==> config.mk <==
export PLATFORM = sky130hd
export DESIGN_NAME = rsf_top
export DESIGN_NICKNAME = d
export VERILOG_FILES = /design/src/rsf_pkg.sv /design/src/rsf_sync.sv /design/src/rsf_top.sv
export VERILOG_INCLUDE_DIRS = /design/src
export SDC_FILE = /design/constraint.sdc
export NUM_CORES = 1
export LEC_CHECK = 0
export BUFFER_PORTS_ARGS = -buffer_cell sky130_fd_sc_hd__buf_2
export CAP_MARGIN = 20
export CORE_ASPECT_RATIO = 0.5
export CORE_MARGIN = 2
export CORE_UTILIZATION = 55
export DETAILED_ROUTE_END_ITERATION = 6
export PLACE_DENSITY = 0.82
export SETUP_SLACK_MARGIN = 0.4
export SKIP_CTS_REPAIR_TIMING = 1
export SLEW_MARGIN = 0
export SYNTH_ARGS = -nofsm -noshare
export SYNTH_HDL_FRONTEND = slang
export SYNTH_SLANG_ARGS = --single-unit
export TNS_END_PERCENT = 100
==> constraint.sdc <==
create_clock -name CORE_CLK -period 4 [get_ports CORE_CLK]
set_input_delay 0.4 -clock CORE_CLK [delete_from_list [all_inputs] [get_ports CORE_CLK]]
set_output_delay 0.4 -clock CORE_CLK [all_outputs]
set_load 0.03 [all_outputs]
==> src/rsf_regs.svh <==
// Register map, field positions, reset values and timing counts of the reset-source flag block
`ifndef RSF_REGS_SVH
`define RSF_REGS_SVH

// ----------------------------------------
// Byte offsets
// ----------------------------------------
`define RSF_OFF_FLAGS 8'h00
`define RSF_OFF_STATUS 8'h04
`define RSF_OFF_LVL 8'h08
`define RSF_OFF_RFC 8'h0c
`define RSF_OFF_FC1 8'h10
`define RSF_OFF_IRQ_STAT 8'h14
`define RSF_OFF_IRQ_EN 8'h18
`define RSF_OFF_IRQ_CLR 8'h1c
`define RSF_OFF_KIND 8'h20

// ----------------------------------------
// Field positions
// ----------------------------------------
`define RSF_BIT_WCFG 0
`define RSF_BIT_BCFG 1
`define RSF_BIT_BOR 2
`define RSF_BIT_RCFG 3
`define RSF_IRQ_W 5

// ----------------------------------------
// Reset values and codes
// ----------------------------------------
`define RSF_LVL_POR 8'h66
`define RSF_LVL_OFF 8'hf0
`define RSF_RFC_IO 8'h55
`define RSF_RFC_PIN 8'haa
`define RSF_FC1_KEY 8'h55
`define RSF_PORT_POR 8'hff

// ----------------------------------------
// Timing counts in CORE_CLK cycles
// ----------------------------------------
`define RSF_SRESET_CYC 8'h08
`define RSF_LVR_QUAL_CYC 8'h04
`define RSF_HOLD_CYC 8'h04

`endif

==> src/rsf_pkg.sv <==
// Types shared by the reset-source flag block
package rsf_pkg;
	typedef enum logic [2:0] {
		RSF_KIND_NONE = 3'b000,
		RSF_KIND_POR = 3'b001,
		RSF_KIND_PIN = 3'b010,
		RSF_KIND_BOR = 3'b011,
		RSF_KIND_WDT_RUN = 3'b100,
		RSF_KIND_WDT_SLEEP = 3'b101,
		RSF_KIND_SOFT = 3'b110,
		RSF_KIND_IAP = 3'b111
	} rsf_kind_t;

	typedef enum logic [1:0] {
		RSF_SEQ_IDLE = 2'b00,
		RSF_SEQ_DELAY = 2'b01,
		RSF_SEQ_HOLD = 2'b10
	} rsf_seq_t;

	typedef struct packed {
		logic rcfg;
		logic bor;
		logic bcfg;
		logic wcfg;
	} rsf_flags_t;

	typedef struct packed {
		logic pc_clear;
		logic sp_clear;
		logic sp_top;
		logic int_disable;
		logic timer_off;
		logic wdt_clear;
		logic port_load;
		logic [7:0] port_data;
		logic [7:0] port_dir;
	} rsf_post_t;
endpackage : rsf_pkg

==> src/rsf_sync.sv <==
// Two-stage synchroniser for pin inputs of the reset-source flag block
`timescale 1ns/10ps
module rsf_sync
#(
	parameter int W = 1
)
(
	// Clock and control
	input wire logic clk,
	input wire logic rst_n,
	input wire logic ce,
	// Data
	input wire logic [W-1:0] d,
	output logic [W-1:0] q
);
	logic [W-1:0] meta_reg;

	always_ff @(posedge clk)
	begin
		if (!rst_n)
		begin
			meta_reg <= '0;
			q <= '0;
		end
		else if (ce)
		begin
			meta_reg <= d;
			q <= meta_reg;
		end
	end
endmodule : rsf_sync

==> src/rsf_top.sv <==
// Reset-source flags, reset sequencer and post-reset state for the core
`timescale 1ns/10ps
`include "rsf_regs.svh"
//
// Function
// - Flag register keeps only bits 3..0; bits 7..4 read zero.
// - Brownout flag bit 2 set by brownout reset; only software zero clears.
// - Level-code corruption flag bit 1 set on bad code; software clears.
// - Writing 55h to flash control one resets the whole device.
// - Watchdog reset in run mode sets the timeout status.
// - Watchdog reset in low power clears PC and SP, sets both flags.
// - Timeout and power-down flags sit in status; power-on clears both.
// - Pin or brownout reset in run mode keeps timeout and power-down.
// - Watchdog run-mode reset sets timeout, keeps power-down.
// - Power-on starts at PC zero with every interrupt disabled.
// - Power-on clears watchdog and time bases, then watchdog runs.
// - Power-on switches every timer off.
// - Power-on makes ports inputs, data and direction all ones.
// - Power-on points the stack pointer at the stack top.
// - Reset-control corruption sets flag bit 3; only software clears.
// - Undefined level code resets after a delay, restoring the code.
module rsf_top
#(
	parameter logic [7:0] SRESET_CYCLES = `RSF_SRESET_CYC,
	parameter logic [7:0] LVR_QUAL_CYCLES = `RSF_LVR_QUAL_CYC,
	parameter logic [7:0] HOLD_CYCLES = `RSF_HOLD_CYC
)
(
	// Clock, reset, enable
	input wire logic CORE_CLK,
	input wire logic RSTN,
	input wire logic CE,
	// APB slave
	input wire logic PSEL,
	input wire logic PENABLE,
	input wire logic PWRITE,
	input wire logic [7:0] PADDR,
	input wire logic [31:0] PWDATA,
	output logic [31:0] PRDATA,
	output logic PREADY,
	output logic PSLVERR,
	// Pins
	input wire logic EXT_RESET_PIN_N,
	input wire logic BROWNOUT_LOW,
	// Core events
	input wire logic WDT_TIMEOUT,
	input wire logic WDT_CFG_BAD,
	input wire logic LOW_POWER,
	input wire logic HALT_CMD,
	input wire logic WDT_CLR_CMD,
	// Reset outputs
	output logic CORE_RST,
	output rsf_pkg::rsf_kind_t RESET_KIND,
	output rsf_pkg::rsf_post_t POST_STATE,
	output logic WDT_RUN,
	output logic IRQ
);
	// ----------------------------------------
	// Declarations
	// ----------------------------------------
	rsf_pkg::rsf_seq_t seq_reg;
	rsf_pkg::rsf_kind_t kind_reg;
	rsf_pkg::rsf_kind_t start_kind;
	rsf_pkg::rsf_flags_t flags_reg;
	rsf_pkg::rsf_post_t post_reg;
	logic [7:0] cnt_reg, bor_cnt_reg, lvl_reg, rfc_reg, fc1_reg;
	logic [2:0] cause_reg;
	logic to_reg, pdf_reg, core_rst_reg, wdt_run_reg, irq_reg;
	logic [`RSF_IRQ_W-1:0] irq_stat_reg, irq_en_reg, irq_set;
	logic [31:0] prdata_reg, rd_next;
	logic pready_reg, pslverr_reg, map_hit, rd_flags_q;
	logic pin_n_s, bor_s, acc_first, wr_fire, start, soft_start;
	logic bor_en, bor_fire, iap_fire, lvl_bad, rfc_bad;
	logic wr_flags, full_reset;

	// ----------------------------------------
	// Helpers
	// ----------------------------------------
	function automatic logic lvl_ok(input logic [7:0] c);
		lvl_ok = (c == 8'h66) || (c == 8'h55) || (c == 8'h33) || (c == 8'h99) ||
			(c == 8'haa) || (c == `RSF_LVL_OFF);
	endfunction : lvl_ok

	// Set beats the software clear; a written one keeps the old value
	function automatic logic flag_upd(input logic set, input logic old, input logic wr, input logic wbit);
		flag_upd = set || (wr ? (old && wbit) : old);
	endfunction : flag_upd

	// ----------------------------------------
	// Pin synchronisers
	// ----------------------------------------
	rsf_sync #(.W(2)) u_sync (
		.clk(CORE_CLK),
		.rst_n(RSTN),
		.ce(CE),
		.d({EXT_RESET_PIN_N, BROWNOUT_LOW}),
		.q({pin_n_s, bor_s})
	);

	// ----------------------------------------
	// APB decode and read path
	// ----------------------------------------
	assign acc_first = PSEL && PENABLE && !pready_reg;
	assign wr_fire = PSEL && PENABLE && pready_reg && PWRITE;
	assign wr_flags = wr_fire && (PADDR == `RSF_OFF_FLAGS);
	assign iap_fire = wr_fire && (PADDR == `RSF_OFF_FC1) && (PWDATA[7:0] == `RSF_FC1_KEY);

	always_comb
	begin
		rd_next = 32'h0;
		map_hit = 1'b1;
		case (PADDR)
			`RSF_OFF_FLAGS: rd_next = {28'h0, flags_reg};
			`RSF_OFF_STATUS: rd_next = {30'h0, pdf_reg, to_reg};
			`RSF_OFF_LVL: rd_next = {24'h0, lvl_reg};
			`RSF_OFF_RFC: rd_next = {24'h0, rfc_reg};
			`RSF_OFF_FC1: rd_next = {24'h0, fc1_reg};
			`RSF_OFF_IRQ_STAT: rd_next = {27'h0, irq_stat_reg};
			`RSF_OFF_IRQ_EN: rd_next = {27'h0, irq_en_reg};
			`RSF_OFF_IRQ_CLR: rd_next = 32'h0;
			`RSF_OFF_KIND: rd_next = {29'h0, kind_reg};
			default: map_hit = 1'b0;
		endcase
	end

	// One wait state: answer comes in the second access cycle
	always_ff @(posedge CORE_CLK)
	begin
		if (!RSTN)
		begin
			pready_reg <= 1'b0;
			pslverr_reg <= 1'b0;
			prdata_reg <= 32'h0;
			rd_flags_q <= 1'b0;
		end
		else if (CE)
		begin
			pready_reg <= acc_first;
			pslverr_reg <= acc_first && !map_hit;
			prdata_reg <= (acc_first && !PWRITE) ? rd_next : 32'h0;
			rd_flags_q <= acc_first && !PWRITE && (PADDR == `RSF_OFF_FLAGS);
		end
	end

	// ----------------------------------------
	// Reset sources
	// ----------------------------------------
	assign lvl_bad = !lvl_ok(lvl_reg);
	assign rfc_bad = (rfc_reg != `RSF_RFC_IO) && (rfc_reg != `RSF_RFC_PIN);
	// Brownout detection is off when disabled by code or in sleep and idle
	assign bor_en = (lvl_reg != `RSF_LVL_OFF) && !lvl_bad && !LOW_POWER;
	assign bor_fire = bor_s && bor_en && (bor_cnt_reg == LVR_QUAL_CYCLES - 8'h01);

	// A short dip below the level is ignored
	always_ff @(posedge CORE_CLK)
	begin
		if (!RSTN)
			bor_cnt_reg <= 8'h0;
		else if (CE)
		begin
			if (!bor_s || !bor_en)
				bor_cnt_reg <= 8'h0;
			else if (bor_cnt_reg != LVR_QUAL_CYCLES)
				bor_cnt_reg <= bor_cnt_reg + 8'h01;
		end
	end

	// Priority among sources taken in the same cycle; none is taken during the hold
	always_comb
	begin
		start = 1'b0;
		start_kind = rsf_pkg::RSF_KIND_NONE;
		if (seq_reg != rsf_pkg::RSF_SEQ_HOLD)
		begin
			start = 1'b1;
			if (!pin_n_s && (rfc_reg == `RSF_RFC_PIN))
				start_kind = rsf_pkg::RSF_KIND_PIN;
			else if (bor_fire)
				start_kind = rsf_pkg::RSF_KIND_BOR;
			else if (WDT_TIMEOUT)
				start_kind = LOW_POWER ? rsf_pkg::RSF_KIND_WDT_SLEEP : rsf_pkg::RSF_KIND_WDT_RUN;
			else if (iap_fire)
				start_kind = rsf_pkg::RSF_KIND_IAP;
			else if ((seq_reg == rsf_pkg::RSF_SEQ_DELAY) && (cnt_reg == 8'h01))
				start_kind = rsf_pkg::RSF_KIND_SOFT;
			else
				start = 1'b0;
		end
	end

	assign soft_start = start && (start_kind == rsf_pkg::RSF_KIND_SOFT);
	assign full_reset = start && (start_kind != rsf_pkg::RSF_KIND_WDT_SLEEP);

	// ----------------------------------------
	// Reset sequencer
	// ----------------------------------------
	always_ff @(posedge CORE_CLK)
	begin
		if (!RSTN)
		begin
			seq_reg <= rsf_pkg::RSF_SEQ_HOLD;
			cnt_reg <= HOLD_CYCLES;
			kind_reg <= rsf_pkg::RSF_KIND_POR;
			cause_reg <= 3'h0;
			core_rst_reg <= 1'b1;
			wdt_run_reg <= 1'b0;
		end
		else if (CE)
		begin
			if (start)
			begin
				seq_reg <= rsf_pkg::RSF_SEQ_HOLD;
				cnt_reg <= HOLD_CYCLES;
				kind_reg <= start_kind;
				core_rst_reg <= 1'b1;
				wdt_run_reg <= 1'b0;
			end
			else
				case (seq_reg)
					rsf_pkg::RSF_SEQ_IDLE:
						if (lvl_bad || rfc_bad || WDT_CFG_BAD)
						begin
							seq_reg <= rsf_pkg::RSF_SEQ_DELAY;
							cnt_reg <= SRESET_CYCLES;
							cause_reg <= {rfc_bad, lvl_bad, WDT_CFG_BAD};
						end
					rsf_pkg::RSF_SEQ_DELAY:
						cnt_reg <= cnt_reg - 8'h01;
					rsf_pkg::RSF_SEQ_HOLD:
						if (cnt_reg <= 8'h01)
						begin
							seq_reg <= rsf_pkg::RSF_SEQ_IDLE;
							core_rst_reg <= 1'b0;
							wdt_run_reg <= 1'b1;
						end
						else
							cnt_reg <= cnt_reg - 8'h01;
					default:
						seq_reg <= rsf_pkg::RSF_SEQ_IDLE;
				endcase
		end
	end

	// ----------------------------------------
	// Post-reset state for the core
	// ----------------------------------------
	always_ff @(posedge CORE_CLK)
	begin
		if (!RSTN)
		begin
			post_reg <= '0;
			post_reg.pc_clear <= 1'b1;
			post_reg.int_disable <= 1'b1;
			post_reg.wdt_clear <= 1'b1;
			post_reg.timer_off <= 1'b1;
			post_reg.port_load <= 1'b1;
			post_reg.port_data <= `RSF_PORT_POR;
			post_reg.port_dir <= `RSF_PORT_POR;
			post_reg.sp_top <= 1'b1;
		end
		else if (CE)
		begin
			if (start && !full_reset)
			begin
				post_reg <= '0;
				post_reg.pc_clear <= 1'b1;
				post_reg.sp_clear <= 1'b1;
			end
			else if (full_reset)
			begin
				post_reg.pc_clear <= 1'b1;
				post_reg.sp_clear <= 1'b0;
				post_reg.sp_top <= 1'b1;
				post_reg.int_disable <= 1'b1;
				post_reg.timer_off <= 1'b1;
				post_reg.wdt_clear <= 1'b1;
				post_reg.port_load <= 1'b1;
				post_reg.port_data <= `RSF_PORT_POR;
				post_reg.port_dir <= `RSF_PORT_POR;
			end
			else if ((seq_reg == rsf_pkg::RSF_SEQ_HOLD) && (cnt_reg <= 8'h01))
				post_reg <= '0;
		end
	end

	// ----------------------------------------
	// Reset cause flags
	// ----------------------------------------
	always_ff @(posedge CORE_CLK)
	begin
		if (!RSTN)
			flags_reg <= '0;
		else if (CE)
		begin
			flags_reg.rcfg <= flag_upd(soft_start && cause_reg[2], flags_reg.rcfg, wr_flags,
				PWDATA[`RSF_BIT_RCFG]);
			flags_reg.bor <= flag_upd(start && (start_kind == rsf_pkg::RSF_KIND_BOR), flags_reg.bor,
				wr_flags, PWDATA[`RSF_BIT_BOR]);
			flags_reg.bcfg <= flag_upd(soft_start && cause_reg[1], flags_reg.bcfg, wr_flags,
				PWDATA[`RSF_BIT_BCFG]);
			flags_reg.wcfg <= flag_upd(soft_start && cause_reg[0], flags_reg.wcfg, wr_flags,
				PWDATA[`RSF_BIT_WCFG]);
		end
	end

	// ----------------------------------------
	// Timeout and power-down status
	// ----------------------------------------
	always_ff @(posedge CORE_CLK)
	begin
		if (!RSTN)
		begin
			to_reg <= 1'b0;
			pdf_reg <= 1'b0;
		end
		else if (CE)
		begin
			if (start && (start_kind == rsf_pkg::RSF_KIND_WDT_RUN))
				to_reg <= 1'b1;
			else if (start && (start_kind == rsf_pkg::RSF_KIND_WDT_SLEEP))
			begin
				to_reg <= 1'b1;
				pdf_reg <= 1'b1;
			end
			else if (start)
			begin
				to_reg <= to_reg;
				pdf_reg <= pdf_reg;
			end
			else if (WDT_CLR_CMD)
			begin
				to_reg <= 1'b0;
				pdf_reg <= 1'b0;
			end
			else if (HALT_CMD)
			begin
				to_reg <= 1'b0;
				pdf_reg <= 1'b1;
			end
		end
	end

	// ----------------------------------------
	// Level select, reset function control, flash control one
	// ----------------------------------------
	always_ff @(posedge CORE_CLK)
	begin
		if (!RSTN)
		begin
			lvl_reg <= `RSF_LVL_POR;
			rfc_reg <= `RSF_RFC_IO;
			fc1_reg <= 8'h0;
		end
		else if (CE)
		begin
			if (full_reset)
			begin
				// A real brownout keeps the chosen level
				if (start_kind != rsf_pkg::RSF_KIND_BOR)
					lvl_reg <= `RSF_LVL_POR;
				rfc_reg <= `RSF_RFC_IO;
				fc1_reg <= 8'h0;
			end
			else if (!start && wr_fire)
				case (PADDR)
					`RSF_OFF_LVL: lvl_reg <= PWDATA[7:0];
					`RSF_OFF_RFC: rfc_reg <= PWDATA[7:0];
					`RSF_OFF_FC1: fc1_reg <= PWDATA[7:0];
					default: fc1_reg <= fc1_reg;
				endcase
		end
	end

	// ----------------------------------------
	// Interrupts
	// ----------------------------------------
	assign irq_set = start ? {start_kind == rsf_pkg::RSF_KIND_IAP, soft_start,
		(start_kind == rsf_pkg::RSF_KIND_WDT_RUN) || (start_kind == rsf_pkg::RSF_KIND_WDT_SLEEP),
		start_kind == rsf_pkg::RSF_KIND_BOR, start_kind == rsf_pkg::RSF_KIND_PIN} : 5'h0;

	// The output lags the status by one cycle so that it leaves a flip-flop
	always_ff @(posedge CORE_CLK)
	begin
		if (!RSTN)
		begin
			irq_stat_reg <= 5'h0;
			irq_en_reg <= 5'h0;
			irq_reg <= 1'b0;
		end
		else if (CE)
		begin
			if (wr_fire && (PADDR == `RSF_OFF_IRQ_CLR))
				irq_stat_reg <= irq_set | (irq_stat_reg & ~PWDATA[`RSF_IRQ_W-1:0]);
			else
				irq_stat_reg <= irq_set | irq_stat_reg;
			if (wr_fire && (PADDR == `RSF_OFF_IRQ_EN))
				irq_en_reg <= PWDATA[`RSF_IRQ_W-1:0];
			irq_reg <= |(irq_stat_reg & irq_en_reg);
		end
	end

	assign PRDATA = prdata_reg;
	assign PREADY = pready_reg;
	assign PSLVERR = pslverr_reg;
	assign CORE_RST = core_rst_reg;
	assign RESET_KIND = kind_reg;
	assign POST_STATE = post_reg;
	assign WDT_RUN = wdt_run_reg;
	assign IRQ = irq_reg;

	// ----------------------------------------
	// Assertions
	// ----------------------------------------
	localparam int SOFT_MAX = 300;
endmodule : rsf_top

==> run metrics, run 1 <==
status finished, violations left; failing checks design-rule violations; slew of the pin with the lowest slew margin 1.05 ns; maximum buffer depth of the clock tree 2; RePlAce Congestion 0.910; Final #Nets 641; multi-input logic area 2490 sq um; Hold Path Stages 3; clk_skew 0.00677 ns; starting density of the core 56.8%; CTS tree built; largest area contributor in the netlist dfxtp_1; Clock Latency Late Sink 0.35 ns; post-layout minimum cycle time 3.11 ns; # placed instances 682; clock slew at reported path FFs 0.06 ns; Setup violations, final 0; # H-tree levels 3; Sw Share 36.9%; IO Pins 116; area share of the largest cell type after synthesis 36.9%; Die X 133 um; Routed Antenna Nets 0; worst hold path type in -> reg; Mapped Avg Cell Area 8.43 sq um; cell row count 23; max-slew violations 0; CP max FO 13; endpoint class of the critical path register; Seq/Total Area, Yosys 36.9%; Cell Pwr Density 557 nW/um^2; largest net degree at the start of global routing 50; Distinct cells, synth 68; share of cells above drive strength 1 16.8%; routed via count 4,270; CTS buffer count 9; post-detail-place hpwl 8320 um; Synth Register Bits 84; TNS Setup 0 ns; grt ovf 0; Flop pwr share 34.1%; Gate power share 32.4%; Async SR Flop Fraction 0%; Core Footprint 8030 sq um; Hold Path End u_sync.meta_reg[1]$_SDFFE_PN0P_; R2R cell count 7; r2r setup slk 0.89 ns; Int Pwr 1780 uW; DP Area 4740 sq um; Post-Syn Instances 541; via/cell ratio 6.13; routed len/inst 17.2 um; # diodes 0; Tot GR Track Use 27.1%; WL final 12,000 um; Hold WS 0.291 ns; worst reg2reg path endpoint cnt_reg[3]$_SDFFE_PN0P_; die height 68.4 um; IO buf count 67; Pre-antenna DRT Iters 7; DRC 17; unrepaired setup endpoints after global routing no; WS Path Type reg -> reg; VDD IR max 0.360 mV; worst path required time 4.23 ns; final core utilization 63.2%; RR Startpoint rfc_reg[5]$_SDFFE_PN0P_; Hold Vio Cnt, Final 0; CP arrival 3.35 ns; min-delay src EXT_RESET_PIN_N; Layout Cells excl Fill 697; Leak 0.00212 uW; Finished Cell Area 5070 sq um; first-pass GRT wire length 19,100 um; clk sinks 84; Synth Warn # 0; Sequential cell area 1680 sq um; max_cap viols 0; Psw 1040 uW; drt first-iter violations 551; die area 9080 sq um; vias in the first global route 3,855; ys flop type dfxtp_1; # fillers 668; Clock power frac 33.5%; antenna violations before repair 0; Area growth syn-to-layout 11.2%; EDFF count, synth 0; synthesized area 4560 sq um; crit share post-route 77.9%; Clk Tree Root Cell clkbuf_16; Startpoint Class register; Max Freq 321 MHz; max_slew headroom 29.6%; Area contributors post-synth dfxtp_1, buf_4, mux2i_1
final cells by class:
cell class | instances | share of cell area [%]
timing repair buffer | 73 | 7.50
clock inverter | 4 | 1.95
tap | 112 | 2.76
clock buffer | 11 | 4.59
inverter | 13 | 0.962
multi-input combinational | 400 | 49.1
sequential | 84 | 33.2
worst max-delay path, stage by stage (launching register included):
cell and delay (ns):
dfxtp_1 0.38, or4bb_1 0.60, or2_1 0.29, a221oi_1 0.46, nand2_1 0.17, o21ai_1 0.71
a21oi_1 0.09, o221a_2 0.30
cells in the mapped netlist, types with 3 or more instances:
| cell type | n |
|---|---|
| and3_1 | 4 |
| o211ai_1 | 3 |
| mux2i_1 | 26 |
| o22a_1 | 5 |
| nor3_1 | 9 |
| nor4b_1 | 3 |
| xor2_1 | 6 |
| a21oi_1 | 47 |
| o21ai_1 | 4 |
| o21bai_1 | 3 |
| nand3_1 | 20 |
| nor2_1 | 54 |
| buf_2 | 3 |
| nor4bb_1 | 9 |
| dfxtp_1 | 84 |
| and2_1 | 5 |
| inv_1 | 12 |
| nor4_1 | 6 |
| ha_1 | 7 |
| nand2b_1 | 4 |
| nand2_1 | 56 |
| a221oi_1 | 5 |
| buf_4 | 44 |
| a31oi_1 | 4 |
| nand4_1 | 11 |
| o21ai_0 | 11 |
| a32o_1 | 5 |
| a222oi_1 | 10 |
| or4_1 | 3 |
| clkbuf_1 | 17 |
| nand3b_1 | 4 |
| o22ai_1 | 3 |
| a21o_1 | 6 |
layout by cell type, fill, tap and decap left out, types with 7 or more instances in the layout:
cell       Yosys  routed
nand4_1       11      11
mux2i_1       26      26
nand2_1       56      56
buf_2          3      67
dfxtp_1       84      84
nor3_1         9       9
a222oi_1      10      10
ha_1           7       7
conb_1         1      24
nor2_1        54      54
inv_1         12      12
nand3_1       20      20
o21ai_0       11      11
nor4bb_1       9       9
a21oi_1       47      47
clkbuf_16      0       9
how the worst max path moves through the flow:
stage	startpoint	endpoint	slack (ns)	cells past startpoint
6_report	rfc_reg[5]$_SDFFE_PN0P_	cnt_reg[3]$_SDFFE_PN0P_	0.89	7
5_1_grt	lvl_reg[4]$_SDFFE_PN0P_	rfc_reg[2]$_SDFFE_PN1P_	0.71	7
4_1_cts	rfc_reg[5]$_SDFFE_PN0P_	cnt_reg[3]$_SDFFE_PN0P_	0.94	7
3_5_place_dp	rfc_reg[5]$_SDFFE_PN0P_	cnt_reg[3]$_SDFFE_PN0P_	0.97	7
3_3_place_gp	rfc_reg[7]$_SDFFE_PN0P_	cnt_reg[3]$_SDFFE_PN0P_	1.02	7
2_1_floorplan	PADDR[5]	lvl_reg[1]$_SDFFE_PN1P_	1.38	8
per-stage QoR:
stage                     total power (uW)  setup WS [ns]
after floorplan                       1780           1.38
after global placement                1860           1.02
after detailed placement              1880          0.969
after CTS                             2820          0.939
after global routing                  2940          0.710
final                                 2820          0.885
cells by family after synthesis:
kind of cell	after synthesis	share of synthesized area, %
and+or+nand+nor	207	24.0
AOI/OAI and AO/OA	127	19.2
DFF	84	36.9
buffers and inverters	80	10.5
muxes	28	6.20
adders and majority gates	7	1.92
xor gates and xnor gates	7	1.34
other	1	0.0822
power by group through the flow:
stage / logic, uW / registers, uW / clock network, uW
floorplan: 767 / 1010 / 0
global placement: 881 / 975 / 0
detailed placement: 895 / 981 / 0
CTS: 907 / 963 / 953
global route: 981 / 971 / 989
finish: 914 / 963 / 946
routing by layer:
metal / vias to the layer above / share of wire (%) / wire length [um] / global-route usage, %
met4: 0 / 1.8 / 215 / 9.95
li1: 2007 / - / - / -
met2: 225 / 46 / 5540 / 45.4
met3: 28 / 10 / 1210 / 9.11
met5: - / 0 / 0 / 0
met1: 2010 / 42 / 5030 / 33.3
(Power assumes the default switching activity.)
==> run 2, diff against run 1 <==
--- a/config.mk
+++ b/config.mk
@@ -10,9 +10,9 @@
 export CAP_MARGIN = 20
 export CORE_ASPECT_RATIO = 0.5
 export CORE_MARGIN = 2
-export CORE_UTILIZATION = 55
+export CORE_UTILIZATION = 54
 export DETAILED_ROUTE_END_ITERATION = 6
-export PLACE_DENSITY = 0.82
+export PLACE_DENSITY = 0.81
 export SETUP_SLACK_MARGIN = 0.4
 export SKIP_CTS_REPAIR_TIMING = 1
 export SLEW_MARGIN = 0
==> constraint.sdc (replaced) <==
create_clock -name CORE_CLK -period 2.9 [get_ports CORE_CLK]
set_input_delay 0.29 -clock CORE_CLK [delete_from_list [all_inputs] [get_ports CORE_CLK]]
set_output_delay 0.29 -clock CORE_CLK [all_outputs]
set_load 0.03 [all_outputs]
==> run 2 against run 1 <==
  * The run still ends with design-rule violations left
  * Routed wire length grew 9.4%
  * Combinational power grew 55%
  * Clock power grew 32%
  * Sequential power grew 38%
  * Cell count grew 3.9%
  * Largest power group is now combinational cells
  * Critical path depth is the same
  * Count of clock-buffer cells in the layout is the same
  * Register-to-register slack lost 0.47 ns
==> run metrics, run 2 (synthesis results as in run 1) <==
status finished, violations left (unchanged); failing checks design-rule violations (unchanged); max_slew headroom 52.2% (was 29.6%); IO Pins 116 (unchanged); CTS tree built (unchanged); crit share post-route 85.5% (was 77.9%); Clk Tree Root Cell clkbuf_16 (unchanged); # diodes 0 (unchanged); routed via count 4,519 (was 4,270); VDD IR max 0.651 mV (was 0.360 mV); routed len/inst 18.1 um (was 17.2 um); min-delay src PWDATA[5] (was EXT_RESET_PIN_N); CP arrival 2.76 ns (was 3.35 ns); drt first-iter violations 716 (was 551); worst hold path type in -> reg (unchanged); WS Path Type reg -> reg (unchanged); Flop pwr share 33.2% (was 34.1%); most common cell after layout, fill and taps aside dfxtp_1 (unchanged); via/cell ratio 6.24 (was 6.13); die area 9240 sq um (was 9080 sq um); slew of the pin with the lowest slew margin 0.715 ns (was 1.05 ns); first-pass GRT wire length 18,500 um (was 19,100 um); grt ovf 0 (unchanged); post-layout minimum cycle time 2.48 ns (was 3.11 ns); Int Pwr 2490 uW (was 1780 uW); CP max FO 4 (was 13); Die X 134 um (was 133 um); IO buf count 67 (unchanged); Psw 1520 uW (was 1040 uW); Gate power share 35.5% (was 32.4%); Startpoint Class register (unchanged); starting density of the core 56.4% (was 56.8%); unrepaired setup endpoints after global routing yes (was no); endpoint class of the critical path register (unchanged); clk sinks 84 (unchanged); RR Startpoint rfc_reg[5]$_SDFFE_PN0P_ (unchanged); clock slew at reported path FFs 0.06 ns (about the same); worst path required time 3.18 ns (was 4.23 ns); Sw Share 37.9% (was 36.9%); RePlAce Congestion 0.933 (was 0.910); cell row count 23 (unchanged); Tot GR Track Use 26.2% (was 27.1%); CTS buffer count 9 (unchanged); Final Worst Setup Slack 0.420 ns (was 0.885 ns); die height 69.0 um (was 68.4 um); TNS Setup 0 ns (unchanged); most frequent cells in the layout dfxtp_1, buf_2, nand2_1 (unchanged); Cell Pwr Density 735 nW/um^2 (was 557 nW/um^2); Leak 0.00226 uW (was 0.00212 uW); Hold Vio Cnt, Final 0 (unchanged); crit path from rfc_reg[5]$_SDFFE_PN0P_ (unchanged); maximum buffer depth of the clock tree 2 (unchanged); share of cells above drive strength 1 24.7% (was 16.8%); post-detail-place hpwl 8690 um (was 8320 um); vias in the first global route 3,778 (was 3,855); WL final 13,100 um (was 12,000 um); # H-tree levels 3 (unchanged); Clock power frac 31.3% (was 33.5%); Max Freq 403 MHz (was 321 MHz); Area growth syn-to-layout 19.4% (was 11.2%); clk_skew 0.0101 ns (was 0.00677 ns); max_cap viols 0 (unchanged); antenna violations before repair 0 (unchanged); Core Footprint 8090 sq um (was 8030 sq um); DRC 6 (was 17); Clock Latency Late Sink 0.35 ns (about the same); largest net degree at the start of global routing 24 (was 50); max-slew violations 0 (unchanged); Pre-antenna DRT Iters 7 (unchanged); pre-CTS setup slack 0.0768 ns (was 0.969 ns); Final #Nets 667 (was 641); Routed Antenna Nets 0 (unchanged); Setup violations, final 0 (unchanged)
[run 2: worst max-delay path, cell delays in order, from the launching register on]
cell,delay [ns]
dfxtp_1,0.36
or4bb_4,0.59
or2_1,0.32
o21ai_1,0.26
a31oi_1,0.11
and4b_1,0.48
nand2_1,0.13
a21oi_1,0.15
[run 2: final cells by class]
cell class / count / area, sq um
multi-input cells: 400 / 2670
fillers: 623 / 2640
flip-flops and latches: 84 / 1690
repair buffers: 99 / 579
clock buffers: 11 / 233
well taps: 112 / 140
clock inverters: 5 / 85.1
inverters: 13 / 48.8
[run 2: final timing paths]
check	cells past startpoint	slack [ns]	end
worst max-delay path	7	0.42	flags_reg[0]$_SDFFE_PN0P_
worst min-delay path	2	0.19	lvl_reg[5]$_SDFFE_PN1P_
worst max register to register	7	0.42	flags_reg[0]$_SDFFE_PN0P_
worst min register to register	1	0.45	CORE_RST$_SDFFE_PN1P_
[run 2: through the flow]
stage	instances	utilization [%]	total power (uW)	area, sq um	hold slack (ns)
after floorplan	564	-	2450	4650	0.409
after global placement	700	60.3	2650	4870	0.430
after detailed placement	700	60.3	2670	4870	0.437
after CTS	716	64.2	3910	5190	0.190
after global routing	724	67.4	4170	5450	0.208
final	724	67.4	4000	5450	0.193
[run 2: power by group through the flow]
stage          clock, uW  sequential [uW]  combinational (uW)
2_1_floorplan          0             1390                1060
3_3_place_gp           0             1350                1300
3_5_place_dp           0             1350                1320
4_1_cts             1260             1330                1330
5_1_grt             1300             1340                1520
6_report            1250             1330                1420
[run 2: per-layer routing]
metal	track usage [%]	share of wire (%)	vias up
li1	-	-	2057
met3	7.24	12	48
met5	0	0	-
met4	9.57	3.0	0
met2	42.8	45	302
met1	33.8	40	2112
==> run 3, diff against run 2 <==
--- a/config.mk
+++ b/config.mk
@@ -6,7 +6,7 @@
 export SDC_FILE = /design/constraint.sdc
 export NUM_CORES = 1
 export LEC_CHECK = 0
-export BUFFER_PORTS_ARGS = -buffer_cell sky130_fd_sc_hd__buf_2
+export BUFFER_PORTS_ARGS = -buffer_cell sky130_fd_sc_hd__buf_4
 export CAP_MARGIN = 20
 export CORE_ASPECT_RATIO = 0.5
 export CORE_MARGIN = 2
==> run 3 against run 2 <==
  * The run still ends with design-rule violations left
  * Cell count decreased by 0.41%
  * Fmax decreased by 1.1%
  * Combinational power up 6%
  * Sequential share of layout area decreased by 0.60 points
  * First-iteration DRC count decreased by 20%
  * Via count fell by 1.0%
==> run metrics, run 3 (synthesis results as in run 1) <==
status finished, violations left (unchanged); failing checks design-rule violations (unchanged); die area 9240 sq um (unchanged); maximum buffer depth of the clock tree 2 (unchanged); Core Footprint 8090 sq um (unchanged); worst path required time 3.13 ns (was 3.18 ns); Leak 0.00231 uW (was 0.00226 uW); Gate power share 37.8% (was 35.5%); worst hold path type in -> reg (unchanged); clk_skew 0.00594 ns (was 0.0101 ns); WS Path Type reg -> reg (unchanged); post-detail-place hpwl 8610 um (was 8690 um); unrepaired setup endpoints after global routing yes (unchanged); CTS tree built (unchanged); via/cell ratio 6.21 (was 6.24); TNS Setup 0 ns (unchanged); # diodes 0 (unchanged); multi-input logic area 2650 sq um (was 2670 sq um); Die X 134 um (unchanged); CTS buffer count 9 (unchanged); VDD IR max 0.615 mV (was 0.651 mV); Finished Cell Area 5550 sq um (was 5450 sq um); Pre-antenna DRT Iters 7 (unchanged); clock slew at reported path FFs 0.06 ns (about the same); max incr delay on CP 0.58 ns (was 0.59 ns); CP max stage cell or4bb_4 (unchanged); most common cell after layout, fill and taps aside buf_4 (was dfxtp_1); Setup violations, final 0 (unchanged); # H-tree levels 3 (unchanged); pre-CTS setup slack 0.117 ns (was 0.0768 ns); grt ovf 0 (unchanged); Int Pwr 2460 uW (was 2490 uW); vias in the first global route 3,886 (was 3,778); max_slew headroom 48.3% (was 52.2%); clk sinks 84 (unchanged); Psw 1510 uW (was 1520 uW); Clock power frac 28.5% (was 31.3%); cell row count 23 (unchanged); Tot GR Track Use 27.0% (was 26.2%); most frequent cells in the layout buf_4, dfxtp_1, nand2_1 (was dfxtp_1, buf_2, nand2_1); Flop pwr share 33.7% (was 33.2%); # fillers 612 (was 623); Sequential cell area 1690 sq um (about the same); die height 69.0 um (unchanged); IO Pins 116 (unchanged); Max Freq 399 MHz (was 403 MHz); largest net degree at the start of global routing 44 (was 24); share of cells above drive strength 1 24.5% (was 24.7%); Sw Share 38.0% (was 37.9%); routed via count 4,474 (was 4,519); final core utilization 68.6% (was 67.4%); RePlAce Congestion 0.942 (was 0.933); Area growth syn-to-layout 21.7% (was 19.4%); post-layout minimum cycle time 2.51 ns (was 2.48 ns); Hold Vio Cnt, Final 0 (unchanged); antenna violations before repair 0 (unchanged); r2r setup slk 0.39 ns (was 0.42 ns); Final #Nets 664 (was 667); starting density of the core 56.4% (unchanged); DP Area 5010 sq um (was 4870 sq um); routed len/inst 18.1 um (about the same); sequence of cells on the critical path or4bb_4 > nor3_4 > buf_6 > o31ai_2 > a21o_1 > or3_4 > o22a_1 (was or4bb_4 > or2_1 > o21ai_1 > a31oi_1 > and4b_1 > nand2_1 > a21oi_1); Startpoint Class register (unchanged); Power Total 3980 uW (was 4000 uW); CP max FO 6 (was 4); WL final 13,100 um (about the same); first-pass GRT wire length 19,300 um (was 18,500 um); slew of the pin with the lowest slew margin 0.773 ns (was 0.715 ns); Cell Pwr Density 716 nW/um^2 (was 735 nW/um^2); max-slew violations 0 (unchanged); max_cap viols 0 (unchanged); Clk Tree Root Cell clkbuf_16 (unchanged); crit share post-route 86.5% (was 85.5%); Final Worst Setup Slack 0.391 ns (was 0.420 ns); CP arrival 2.74 ns (was 2.76 ns); Clock Latency Late Sink 0.34 ns (was 0.35 ns); Routed Antenna Nets 0 (unchanged); DRC 1 (was 6); drt first-iter violations 570 (was 716); IO buf count 67 (unchanged); endpoint class of the critical path register (unchanged)
[run 3: changes by cell type in the layout (fill, tap and decap cells not counted), moves of 2 or more]
cell        before  now
buf_2           67    0
buf_4           31   95
clkbuf_1         2    0
bufinv_16        2    0
clkbuf_8         0    3
clkinvlp_4       1    3
[run 3: final timing paths]
| path | cells after the start | to | startpoint |
|---|---|---|---|
| setup / recovery | 7 | lvl_reg[1]$_SDFFE_PN1P_ | rfc_reg[5]$_SDFFE_PN0P_ |
| hold / removal | 3 | u_sync.meta_reg[0]$_SDFFE_PN0P_ | BROWNOUT_LOW |
| setup reg to reg | 7 | lvl_reg[1]$_SDFFE_PN1P_ | rfc_reg[5]$_SDFFE_PN0P_ |
| hold reg to reg | 2 | flags_reg[3]$_SDFFE_PN0P_ | cause_reg[2]$_SDFFE_PN0P_ |
[run 3: final cells by class]
cell class	count	area share, %
multi-input cells	400	47.7
flip-flops and latches	84	30.5
repair buffers	96	13.1
clock buffers	12	4.80
well taps	112	2.52
inverters	13	0.879
clock inverters	4	0.564
[run 3: critical path, delay by kind of cell (launching register included)]
kind,cells,cell delay [ns]
flops,1,0.36
simple gates,3,1.34
buf+inv,1,0.16
compound gates,3,0.53
[run 3: stage by stage]
| step | std cells | hold slack (ns) |
|---|---|---|
| after floorplan | 564 | 0.409 |
| after global placement | 696 | 0.437 |
| after detailed placement | 696 | 0.448 |
| after CTS | 712 | 0.185 |
| after global routing | 721 | 0.200 |
| final | 721 | 0.187 |
[run 3: power groups by stage]
stage	clock, uW	sequential (uW)	combinational [uW]
6_report	1130	1340	1500
5_1_grt	1180	1350	1610
4_1_cts	1140	1340	1410
3_5_place_dp	0	1360	1400
3_3_place_gp	0	1360	1390
2_1_floorplan	0	1390	1060
[run 3: routing by layer]
layer | track usage (%) | share of wire (%) | vias to the layer above
li1 | - | - | 2043
met1 | 35.5 | 42 | 2090
met2 | 43.1 | 44 | 298
met3 | 7.38 | 11 | 43
met4 | 10.1 | 2.1 | 0
met5 | 0 | 0 | -
